===== src/pkg/logpage_params.svh =====
// timing-free constants for the reservation notification and sanitize status pages
// assumes inclusion by the builder design file only, by bare name
`ifndef LOGPAGE_PARAMS_SVH
`define LOGPAGE_PARAMS_SVH

// log identifiers
`define LID_NOTIF        8'h80
`define LID_SANITIZE     8'h81

// notification types
`define NTYPE_EMPTY      8'h00
`define NTYPE_REG_PREEMPT 8'h01
`define NTYPE_RSV_RELEASE 8'h02
`define NTYPE_RSV_PREEMPT 8'h03

// field values and limits
`define AVAIL_SAT        8'hFF
`define SAN_STATUS_RUNNING 3'h2
`define SAN_PROGRESS_NONE  16'hFFFF
`define COUNT_MAX        64'hFFFF_FFFF_FFFF_FFFF
`define COUNT_WRAP       64'h0000_0000_0000_0001
`define COUNT_RESET      64'h0000_0000_0000_0000

// dword positions inside the pages
`define NOTIF_DW_CNT_LO  7'h00
`define NOTIF_DW_CNT_HI  7'h01
`define NOTIF_DW_TYPE    7'h02
`define NOTIF_DW_NSID    7'h03
`define SAN_DW_STAT      7'h00
`define SAN_DW_CDW10     7'h01
`define SAN_DW_OW        7'h02
`define SAN_DW_BE        7'h03
`define SAN_DW_CE        7'h04

`endif


===== src/design/notif_store.sv =====
// no module here: queued notifications are stored by notif_mem
// assumes nothing; this file elaborates to nothing
`default_nettype none

`default_nettype wire


===== src/pkg/logpage_pkg.sv =====
// types shared by the log page builder and its notification store
// assumes logpage_params.svh sits beside it on the include path
`default_nettype none

package logpage_pkg;

	// one queued reservation notification
	typedef struct packed {
		logic [63:0] count;
		logic [7:0]  ntype;
		logic [31:0] nsid;
	} notif_entry_s;

	// whole retained sanitize status page content
	typedef struct packed {
		logic [31:0] est_crypto;
		logic [31:0] est_block;
		logic [31:0] est_overwrite;
		logic [31:0] cdw10;
		logic [15:0] sanitize_status_field;
		logic [15:0] sanitize_progress_field;
	} san_page_s;

	// page fetch sequencing
	typedef enum logic [1:0] {
		PG_IDLE,
		PG_FETCH,
		PG_ACK
	} page_state_e;

endpackage : logpage_pkg

`default_nettype wire


===== src/design/logpage_builder.sv =====
// builds the reservation notification and sanitize status log pages
// assumes one 50 MHz clock, same-domain request and event inputs,
// and a retention store outside that holds the sanitize page over power loss
`include "logpage_params.svh"
`default_nettype none

module logpage_builder #(
	parameter int QDEPTH = 8,
	parameter int QAW    = 3
) (
	input  wire logic                      CLK,
	input  wire logic                      RSTN,
	input  wire logic                      EVT_VALID,
	input  wire logic [7:0]                EVT_TYPE,
	input  wire logic [31:0]               EVT_NSID,
	input  wire logic                      PAGE_REQ,
	input  wire logic [7:0]                PAGE_LID,
	output logic                           PAGE_BUSY,
	output logic                           PAGE_ACK,
	output logic                           PAGE_OK,
	input  wire logic                      DW_RD,
	input  wire logic [6:0]                DW_IDX,
	output logic                           DW_VALID,
	output logic [31:0]                    DW_DATA,
	input  wire logic [31:0]               SANICAP,
	input  wire logic                      NV_VALID,
	input  wire logpage_pkg::san_page_s    NV_PAGE,
	input  wire logic                      SAN_UPDATE,
	input  wire logpage_pkg::san_page_s    SAN_IN,
	output logpage_pkg::san_page_s         SAN_PERSIST,
	input  wire logic                      CTRL_ENABLE,
	output logic                           CTRL_READY
);

	// ******************************************************
	// helpers
	// ******************************************************

	// only the three defined non-empty types may enter a page
	function automatic logic type_legal(input logic [7:0] t);
		return (t == `NTYPE_REG_PREEMPT) || (t == `NTYPE_RSV_RELEASE)
			|| (t == `NTYPE_RSV_PREEMPT);
	endfunction : type_legal

	// 64-bit count wraps past the top to one, never to zero
	function automatic logic [63:0] count_step(input logic [63:0] c);
		return (c == `COUNT_MAX) ? `COUNT_WRAP : c + 64'h1;
	endfunction : count_step

	// ******************************************************
	// notification queue
	// ******************************************************

	logic [QAW-1:0]            wr_ptr;
	logic [QAW-1:0]            rd_ptr;
	logic [QAW:0]              occ;
	logic [63:0]               ncount;
	logpage_pkg::notif_entry_s mem_rdata;
	logpage_pkg::page_state_e  state;
	logic                      push;
	logic                      pop;
	logic                      qfull;

	assign qfull = (occ == (QAW+1)'(QDEPTH)) ? 1'b1 : 1'b0;
	// full notifications are dropped but still counted
	assign push = EVT_VALID && type_legal(EVT_TYPE) && !qfull;
	assign pop  = (state == logpage_pkg::PG_IDLE) && PAGE_REQ
		&& (PAGE_LID == `LID_NOTIF) && (occ != '0);

	// counter moves on every legal-type event, queued or lost
	always_ff @(posedge CLK or negedge RSTN) begin
		if (!RSTN) begin
			ncount <= `COUNT_RESET;
		end else if (EVT_VALID && type_legal(EVT_TYPE)) begin
			ncount <= count_step(ncount);
		end
	end

	// queue pointers and occupancy
	always_ff @(posedge CLK or negedge RSTN) begin
		if (!RSTN) begin
			wr_ptr <= '0;
			rd_ptr <= '0;
			occ    <= '0;
		end else begin
			if (push) begin
				wr_ptr <= (wr_ptr == QAW'(QDEPTH - 1)) ? '0 : wr_ptr + QAW'(1);
			end
			if (pop) begin
				rd_ptr <= (rd_ptr == QAW'(QDEPTH - 1)) ? '0 : rd_ptr + QAW'(1);
			end
			occ <= occ + (QAW+1)'(push) - (QAW+1)'(pop);
		end
	end

	notif_mem #(
		.DEPTH (QDEPTH),
		.AW    (QAW)
	) u_mem (
		.clk     (CLK),
		.wr_en   (push),
		.wr_addr (wr_ptr),
		.wr_data ({count_step(ncount), EVT_TYPE, EVT_NSID}),
		.rd_addr (rd_ptr),
		.rd_data (mem_rdata)
	);

	// ******************************************************
	// page fetch sequencing
	// ******************************************************

	logic [7:0]                sel_lid;
	logic                      sel_ok;
	logic                      sel_full;
	logic [7:0]                avail;
	logpage_pkg::notif_entry_s snap;
	logic                      san_valid;
	logic                      san_sup;

	assign san_sup   = (SANICAP != '0);
	assign PAGE_BUSY = (state != logpage_pkg::PG_IDLE);

	// a request while busy is ignored; the pop waits one cycle for memory data
	always_ff @(posedge CLK or negedge RSTN) begin
		if (!RSTN) begin
			state    <= logpage_pkg::PG_IDLE;
			sel_lid  <= 8'h00;
			sel_ok   <= 1'b0;
			sel_full <= 1'b0;
			avail    <= 8'h00;
			PAGE_ACK <= 1'b0;
			PAGE_OK  <= 1'b0;
		end else begin
			PAGE_ACK <= 1'b0;
			unique case (state)
				logpage_pkg::PG_IDLE: begin
					if (PAGE_REQ) begin
						sel_lid  <= PAGE_LID;
						sel_full <= pop;
						// reserved when no sanitize support
						sel_ok   <= (PAGE_LID == `LID_NOTIF)
							|| ((PAGE_LID == `LID_SANITIZE) && san_sup);
						avail    <= (32'(occ) > 32'h0000_0100) ? `AVAIL_SAT
							: (occ == '0) ? 8'h00 : 8'((occ - 1'b1));
						state    <= pop ? logpage_pkg::PG_FETCH : logpage_pkg::PG_ACK;
					end
				end
				logpage_pkg::PG_FETCH: begin
					state <= logpage_pkg::PG_ACK;
				end
				logpage_pkg::PG_ACK: begin
					PAGE_ACK <= 1'b1;
					PAGE_OK  <= sel_ok;
					state    <= logpage_pkg::PG_IDLE;
				end
			endcase
		end
	end

	// snapshot of the popped entry; an empty read leaves every field zero
	always_ff @(posedge CLK or negedge RSTN) begin
		if (!RSTN) begin
			snap <= '0;
		end else if (state == logpage_pkg::PG_IDLE && PAGE_REQ) begin
			snap <= '0;
		end else if (state == logpage_pkg::PG_FETCH && sel_full) begin
			snap <= mem_rdata;
		end
	end

	// ******************************************************
	// retained sanitize page
	// ******************************************************

	// no reset here: the content must outlive a controller reset
	always_ff @(posedge CLK) begin
		if (SAN_UPDATE) begin
			SAN_PERSIST <= SAN_IN;
		end else if (!san_valid && NV_VALID) begin
			SAN_PERSIST <= NV_PAGE;
		end
	end

	// ready only after the page has been restored or written
	always_ff @(posedge CLK or negedge RSTN) begin
		if (!RSTN) begin
			san_valid <= 1'b0;
		end else if (SAN_UPDATE || NV_VALID) begin
			san_valid <= 1'b1;
		end
	end

	assign CTRL_READY = CTRL_ENABLE && san_valid;

	// ******************************************************
	// dword read port
	// ******************************************************

	logic [31:0] next_dw;
	logic [15:0] prog;

	// progress only means something while a sanitize runs
	assign prog = (SAN_PERSIST.sanitize_status_field[2:0] == `SAN_STATUS_RUNNING)
		? SAN_PERSIST.sanitize_progress_field : `SAN_PROGRESS_NONE;

	// unnamed dwords and reserved bytes read zero
	always_comb begin
		next_dw = 32'h0000_0000;
		if (sel_ok && sel_lid == `LID_NOTIF) begin
			unique case (DW_IDX)
				`NOTIF_DW_CNT_LO: next_dw = snap.count[31:0];
				`NOTIF_DW_CNT_HI: next_dw = snap.count[63:32];
				`NOTIF_DW_TYPE:   next_dw = {16'h0000, avail, snap.ntype};
				`NOTIF_DW_NSID:   next_dw = snap.nsid;
				default:          next_dw = 32'h0000_0000;
			endcase
			if (!sel_full) begin
				next_dw = 32'h0000_0000;
			end
		end else if (sel_ok && sel_lid == `LID_SANITIZE) begin
			unique case (DW_IDX)
				`SAN_DW_STAT:  next_dw = {SAN_PERSIST.sanitize_status_field, prog};
				`SAN_DW_CDW10: next_dw = SAN_PERSIST.cdw10;
				`SAN_DW_OW:    next_dw = SAN_PERSIST.est_overwrite;
				`SAN_DW_BE:    next_dw = SAN_PERSIST.est_block;
				`SAN_DW_CE:    next_dw = SAN_PERSIST.est_crypto;
				default:       next_dw = 32'h0000_0000;
			endcase
		end
	end

	// read data one cycle after the strobe
	always_ff @(posedge CLK or negedge RSTN) begin
		if (!RSTN) begin
			DW_VALID <= 1'b0;
			DW_DATA  <= 32'h0000_0000;
		end else begin
			DW_VALID <= DW_RD;
			if (DW_RD) begin
				DW_DATA <= next_dw;
			end
		end
	end

	// expected further-page count for the occupancy seen at the taking edge
	function automatic logic [7:0] occ_past_m1(input logic [QAW:0] o);
		return (32'(o) > 32'h0000_0100) ? `AVAIL_SAT : 8'(o - 1'b1);
	endfunction : occ_past_m1
endmodule : logpage_builder

`default_nettype wire


===== src/design/notif_mem.sv =====
// memory of queued notifications, registered read data
// assumes the caller never writes and reads one slot in the same cycle
`default_nettype none

module notif_mem #(
	parameter int DEPTH = 8,
	parameter int AW    = 3
) (
	input  wire logic                       clk,
	input  wire logic                       wr_en,
	input  wire logic [AW-1:0]              wr_addr,
	input  wire logpage_pkg::notif_entry_s  wr_data,
	input  wire logic [AW-1:0]              rd_addr,
	output var  logpage_pkg::notif_entry_s  rd_data
);

	logpage_pkg::notif_entry_s mem [DEPTH];

	// write port
	always_ff @(posedge clk) begin
		if (wr_en) begin
			mem[wr_addr] <= wr_data;
		end
	end

	// read data always leaves through a register
	always_ff @(posedge clk) begin
		rd_data <= mem[rd_addr];
	end

endmodule : notif_mem

`default_nettype wire


===== config.mk =====
export PLATFORM = sky130hd
export DESIGN_NAME = logpage_builder
export DESIGN_NICKNAME = d
export VERILOG_FILES = /design/src/design/notif_store.sv /design/src/pkg/logpage_pkg.sv /design/src/design/logpage_builder.sv /design/src/design/notif_mem.sv
export VERILOG_INCLUDE_DIRS = /design/src /design/src/pkg
export SDC_FILE = /design/constraint.sdc
export NUM_CORES = 2
export LEC_CHECK = 0
export ABC_AREA = 1
export BUFFER_PORTS_ARGS = -buffer_cell sky130_fd_sc_hd__buf_2
export CAP_MARGIN = 0
export CELL_PAD_IN_SITES_DETAIL_PLACEMENT = 1
export CELL_PAD_IN_SITES_GLOBAL_PLACEMENT = 2
export CORE_ASPECT_RATIO = 1.75
export CORE_MARGIN = 4
export CORE_UTILIZATION = 38
export DETAILED_ROUTE_END_ITERATION = 16
export PLACE_DENSITY = 0.91
export SETUP_SLACK_MARGIN = 0.5
export SLEW_MARGIN = 20
export SYNTH_ARGS = -nofsm -noshare
export SYNTH_HDL_FRONTEND = slang
export SYNTH_SLANG_ARGS = --single-unit

===== constraint.sdc =====
create_clock -name CLK -period 11.39 [get_ports CLK]
set_input_delay 1.7085 -clock CLK [delete_from_list [all_inputs] [get_ports CLK]]
set_output_delay 1.7085 -clock CLK [all_outputs]
set_load 0.01 [all_outputs]

Yosys cells after proc, flatten, opt, wreduce, memory -nomap -nowiden
Memory sizes are Yosys's and may differ from the RTL's. A register that Yosys moved wholly into a read port is not among the register bits.
Index checks and enable logic that the tools add are counted.
{"block": "totals", "reg_bits": 394, "ram_bits": 832, "inputBits": 415, "out_inout_bits": 197, "word_cells": 96, "n_memories": 1}
{"block": "classes", "addsub": 6, "eq_ne": 19, "muxes": 21, "n_reduce_logical": 26}
{"memory": "u_mem.mem", "words": 8, "width": 104, "read_ports": 1, "rd_clocked_by_memory_dff": 1, "wr": 1, "line": "notif_mem.sv:17", "rtl": "logpage_pkg::notif_entry_s mem [DEPTH];"}
{"op": "160-bit 2-to-1 mux", "count": 2}
{"op": "104-bit 2-to-1 mux", "count": 2}
{"op": "32-bit one-hot mux with 5 select lines", "count": 1}
{"op": "32-bit one-hot mux with 4 select lines", "count": 1}
{"op": "32-bit 2-to-1 mux", "count": 3}
{"op": "64-bit by 1-bit adder with 64-bit output (second input constant)", "count": 1}
{"op": "64-bit equality test (second input constant)", "count": 1}
{"op": "64-bit 2-to-1 mux", "count": 1}
{"op": "8-bit equality test (second input constant)", "count": 4}
{"op": "32-bit nonzero test", "count": 1}
{"op": "8-bit by 2-bit equality test with 1-bit output (second input constant)", "count": 2}
{"op": "16-bit 2-to-1 mux", "count": 1}
{"op": "7-bit by 2-bit equality test with 1-bit output (second input constant)", "count": 2}
{"op": "1-bit logical AND", "count": 11}
{"op": "8-bit by 1-bit equality test with 1-bit output (second input constant)", "count": 1}
{"op": "8-bit 2-to-1 mux", "count": 1}
{"op": "7-bit by 1-bit equality test with 1-bit output (second input constant)", "count": 1}
{"op": "7-bit by 3-bit equality test with 1-bit output (second input constant)", "count": 1}
{"op": "7-bit logical NOT", "count": 1}
{"op": "3-bit by 1-bit adder with 3-bit output (second input constant)", "count": 2}
{"op": "3-bit equality test (second input constant)", "count": 2}
{"op": "3-bit 2-to-1 mux", "count": 2}
{"op": "2-bit one-hot mux with 3 select lines", "count": 1}
{"op": "2-bit nonzero test", "count": 3}
{"op": "16 further kinds", "count": 24}

Depth between registers and ports, before layout
{"block": "depth", "word_depth": 7, "ltp_mapped": 13, "depth_no_buf": 13}

Hierarchy
A second synthesis with hierarchy kept.
{"block": "hier_totals", "hier_cells": 6664, "area_unflattened_um2": 59957.5}
{"module": "notif_mem", "n_inst": 1, "cells_each": 3716, "area_per_inst_um2": 38204.1, "seq_area_each_um2": 27066.0}
{"module": "logpage_builder", "n_inst": 1, "cells_each": 2948, "area_per_inst_um2": 21753.4, "seq_area_each_um2": 10585.2}

Worst setup path before layout
OpenSTA, ideal clock, no wires.
{"block": "synth_timing", "path_kind": "input to register", "from": "input SAN_UPDATE", "to": "register SAN_PERSIST[0] (netlist name) (enable)", "setup_time_ps": 733, "t_arrival_ps": 10042, "required_ps": 10657, "setup_slack_ps": 614, "path_stages": 4, "path_buffers": 2, "path_cell_list": "clkbuf_1 -> clkbuf_1 -> nor2_1 -> a21oi_1"}
{"block": "synth_via", "elab_chain_len": 1}
{"element": "from (decl)", "line": "logpage_builder.sv:28", "rtl": "input wire logic SAN_UPDATE,"}
{"element": "2-bit nonzero test (no line)"}
{"element": "to (signal assigned)", "line": "logpage_builder.sv:178", "rtl": "SAN_PERSIST <= SAN_IN;"}
{"element": "to (signal assigned)", "line": "logpage_builder.sv:180", "rtl": "SAN_PERSIST <= NV_PAGE;"}
{"element": "to (decl)", "line": "logpage_builder.sv:30", "rtl": "output logpage_pkg::san_page_s SAN_PERSIST,"}
No other way between the ends.
A chain may end at the register's enable or synchronous reset.

Final worst setup path
{"block": "layout_timing", "from": "input EVT_TYPE[3]", "to": "memory u_mem.mem[3][22] (netlist name) (enable)"}
{"block": "layout_via", "elab_chain_len": 7, "word_cells_on_any_way": 9, "cone_classes": "3 x eq/ne; 2 x mux; 4 x reduce/logical"}
{"element": "from (decl)", "line": "logpage_builder.sv:14", "rtl": "input wire logic [7:0] EVT_TYPE,"}
{"element": "8-bit by 1-bit equality test with 1-bit output (no line) or 8-bit by 2-bit equality test with 1-bit output (tied branches)"}
{"element": "1-bit logical OR", "line": "logpage_builder.sv:41", "rtl": "return (t == `NTYPE_REG_PREEMPT) || (t == `NTYPE_RSV_RELEASE)"}
{"element": "1-bit logical OR (*)", "line": "logpage_builder.sv:41"}
{"element": "1-bit logical AND (*) (2 in a row)", "line": "logpage_builder.sv:66", "rtl": "assign push = EVT_VALID && type_legal(EVT_TYPE) && !qfull;"}
{"element": "1-bit 2-to-1 mux (*)", "line": "notif_mem.sv:21", "rtl": "if (wr_en) begin"}
{"element": "1-bit 2-to-1 mux (not written as such) (*)", "line": "notif_mem.sv:22", "rtl": "mem[wr_addr] <= wr_data;"}
{"element": "to (decl)", "line": "notif_mem.sv:17"}
Mark *: on every way between the ends. The rest lies on a longest branch, timed or not.

==> out/results.tsv <==
stage	metric	value	unit
yosys	Gate Count Post-Synth	5425	
global_routing	Congestion Overflow GR	0	
global_routing	vias in the first global route	45000	
hold_path	worst hold path class	reg2reg	
sta	worst hold margin	444	ps
yosys	Yosys warning total	0	
sta	Final min period	5640	ps
detailed_routing	DRC violations left	0	
sta	Setup Viol. Count Final	0	
floorplan	io pins	612	
finish	Finished Layout Cells	7886	
placement	hpwl dp	150000	µm
clock_tree	CTS buffer count	115	
detailed_routing	DRT iter0 DRCs	3632	
worst_setup_path	CP Cell Sequence	buf_2, or2_0, nor4_1, nand2_2, buf_4, a21oi_2, nand2_1, nor2_4, buf_4, buf_4	
sta	Final Hold Fails	0	
floorplan	Core Footprint	145000	µm²
clock_tree	clock-pin slew on the worst setup and hold paths	70	ps
outcome	outcome	completed	
detailed_routing	Routed WL per cell	27.3	µm
clock_tree	clock buffer depth	3	
clock_tree	H-tree depth	3	
run	Max Cap Viol	0	
sta	Slew @ Worst Pin	1240	ps
detailed_routing	vias per cell	5.46	
worst_setup_path	Critical Path Source Type	input pin	
worst_setup_path	Critical Path Most Common Cell	buf_4	
global_routing	initial antenna violation count	38	
finish	Post-Layout Inst Area	64500	µm²
worst_setup_path	slowest CP cell	nor2_4	
worst_setup_path	CP Class	in2reg	
clock_tree	post-CTS setup buffers	0	
placement	Placement Setup Slack	4950	ps
yosys	Async SR Flop Fraction	17.4	%
worst_setup_path	Max FO, Critical Path	69	
placement	Cell Area, Placed	60400	µm²
detailed_routing	antenna-violating nets left	0	
sta	max-slew violations	0	
yosys	Post-Synthesis Net Count	5857	
worst_setup_path	Worst EP arrival	6000	ps
detailed_routing	via count	43100	
clock_tree	clk sink count	1327	
placement	gp weighted congestion	1.01	
sta	RSZ-0062 raised after global routing	no	
clock_tree	CTS Root Cell	clkbuf_16	
power	overall power	11.2	mW
worst_setup_path	flop2flop setup slack	7160	ps
yosys	synth top area cells	edfxtp_1 (53%), dfrtp_1 (10%), nand2_1 (8.2%)	
power	VDD IR max	0.135	mV
floorplan	starting density of the core	38.3	%
detailed_routing	1st-pass router iterations	7	
yosys	EDFF count, synth	992	
yosys	sequential area share after synthesis	67.6	%
yosys	dominant cell type by area after synthesis	edfxtp_1	
clock_tree	# hold bufs at CTS	0	
floorplan	Die Wd	297	µm
worst_setup_path	CP required	11750	ps
sta	period utilization	49.5	%
yosys	Yosys cell types	45	
worst_setup_path	longest individual stage delay on the worst path	890	ps
global_routing	global router's overall resource usage	27.3	%
power	LEAKAGE	26.7	nW
placement	I/O Buffers	611	
sta	Clock Skews	33.0	ps
finish	share of post-route cells with drive strength above 1	15.4	%
yosys	count leader, synth	nand2_1	
clock_tree	# resized after CTS	0	
finish	Core Util, Final	44.4	%
global_routing	first-pass GRT wire length	309000	µm
finish	Total Nets Final	6320	
clock_tree	worst skew pair latency	750	ps
finish	fillers	16200	
floorplan	Die Y	514	µm
sta	Peak Freq	177	MHz
yosys	Syn Std Cell Area	55700	µm²
sta	Slew Limit Headroom	17.3	%
clock_tree	CTS tree	built	
power	PwrDens	173	nW/µm²
floorplan	die footprint	153000	µm²
floorplan	row cnt	185	
sta	Fin Setup TNS	0	ps
placement	placed cells	7640	
yosys	register bit total from synthesis	1327	
yosys	Post-Syn Area per Cell	10.3	µm²
finish	area delta synth->final	15.9	%
yosys	post-synth top area share	53.5	%
detailed_routing	WL final	215000	µm
sta	Setup WS post-layout	5750	ps
yosys	dominant synthesized flop cell	edfxtp_1	
global_routing	largest net degree at the start of global routing	192	
worst_setup_path	critical path endpoint category	flop	
yosys	Post-synth top cells	nand2_1 (1219), edfxtp_1 (992), nor2_1 (941), nand3_1 (494), o21ai_0 (471)	
layout by cell type (no fill, tap or decap), drive strengths merged:
| cell type | Yosys | routed |
|---|---|---|
| buf | 94 | 666 |
| nor3 | 17 | 17 |
| nand4 | 32 | 32 |
| nand3b | 1 | 1 |
| xnor2 | 1 | 1 |
| nor4 | 8 | 8 |
| clkinv | 4 | 42 |
| nor2 | 958 | 958 |
| nand2 | 1226 | 1226 |
| edfxtp | 992 | 992 |
| fa | 1 | 1 |
| diode | 0 | 26 |
| a31oi | 104 | 104 |
| and2 | 12 | 12 |
| ha | 16 | 16 |
| clkbuf | 226 | 156 |
| dfrtp | 231 | 231 |
| bufinv | 0 | 11 |
| o22ai | 104 | 104 |
| xor2 | 28 | 28 |
| dfxtp | 104 | 104 |
| or2 | 5 | 5 |
| o21bai | 16 | 16 |
| inv | 194 | 203 |
| nor3b | 3 | 3 |
| nand3 | 495 | 495 |
| o21ai | 486 | 486 |
| clkinvlp | 0 | 5 |
| a21oi | 66 | 66 |
| a21o | 1 | 1 |
layer usage:
metal	global-route usage, %	routed length [µm]	up-vias
li1	-	-	19500
met1	28.3	73000	21600
met2	48.4	110000	1489
met3	4.41	10900	498
met4	23.2	21300	24
met5	0	149	-
sequential cells by signal (all words and copies together) (netlist names), 2 cells and up:
name / flops
avail: 5
state: 2
SAN_PERSIST: 160
u_mem.mem: 832
ncount: 64
wr_ptr: 3
snap: 104
rd_ptr: 3
occ: 4
sel_lid: 8
DW_DATA: 32
u_mem.rd_data: 104
report_power, final:
part	leakage [nW]	internal (mW)	switching [mW]
logic	10.9	0.365	0.842
registers	13.9	5.47	0.292
clock network	1.98	2.33	1.87
cell families after synthesis:
kind of cell    synth area share, %
simple gates                   20.3
fa+ha+maj                     0.395
flops                          67.6
buf+inv                        3.72
compound gates                 7.53
xor+xnor                      0.456
area by class of cell:
class / count / area (µm²) / area share (%)
clock inverter: 63 / 681 / 1.05
multi-input combinational: 3580 / 16100 / 24.9
clock buffer: 156 / 3350 / 5.18
sequential: 1327 / 37700 / 58.4
timing repair buffer: 666 / 3580 / 5.55
antenna: 26 / 65.1 / 0.101
inverter: 198 / 768 / 1.19
tap: 1870 / 2340 / 3.63
critical path, delay by kind of cell:
family,cells,cell delay [ps]
compound gates,1,430
buf+inv,4,1870
simple gates,5,1850
path summary, 6_finish.rpt:
kind | start | endpoint | depth (start not counted)
min in group asynchronous | RSTN | ncount[59] | 1
setup reg to reg | occ[2] | u_mem.mem[3][22] | 7
hold / removal | u_mem.rd_data[16] | snap[16] | 2
max in group asynchronous | RSTN | rd_ptr[0] | 2
hold reg to reg | u_mem.rd_data[16] | snap[16] | 2
setup / recovery | EVT_TYPE[3] | u_mem.mem[3][22] | 10
(Power assumes the default switching activity.)
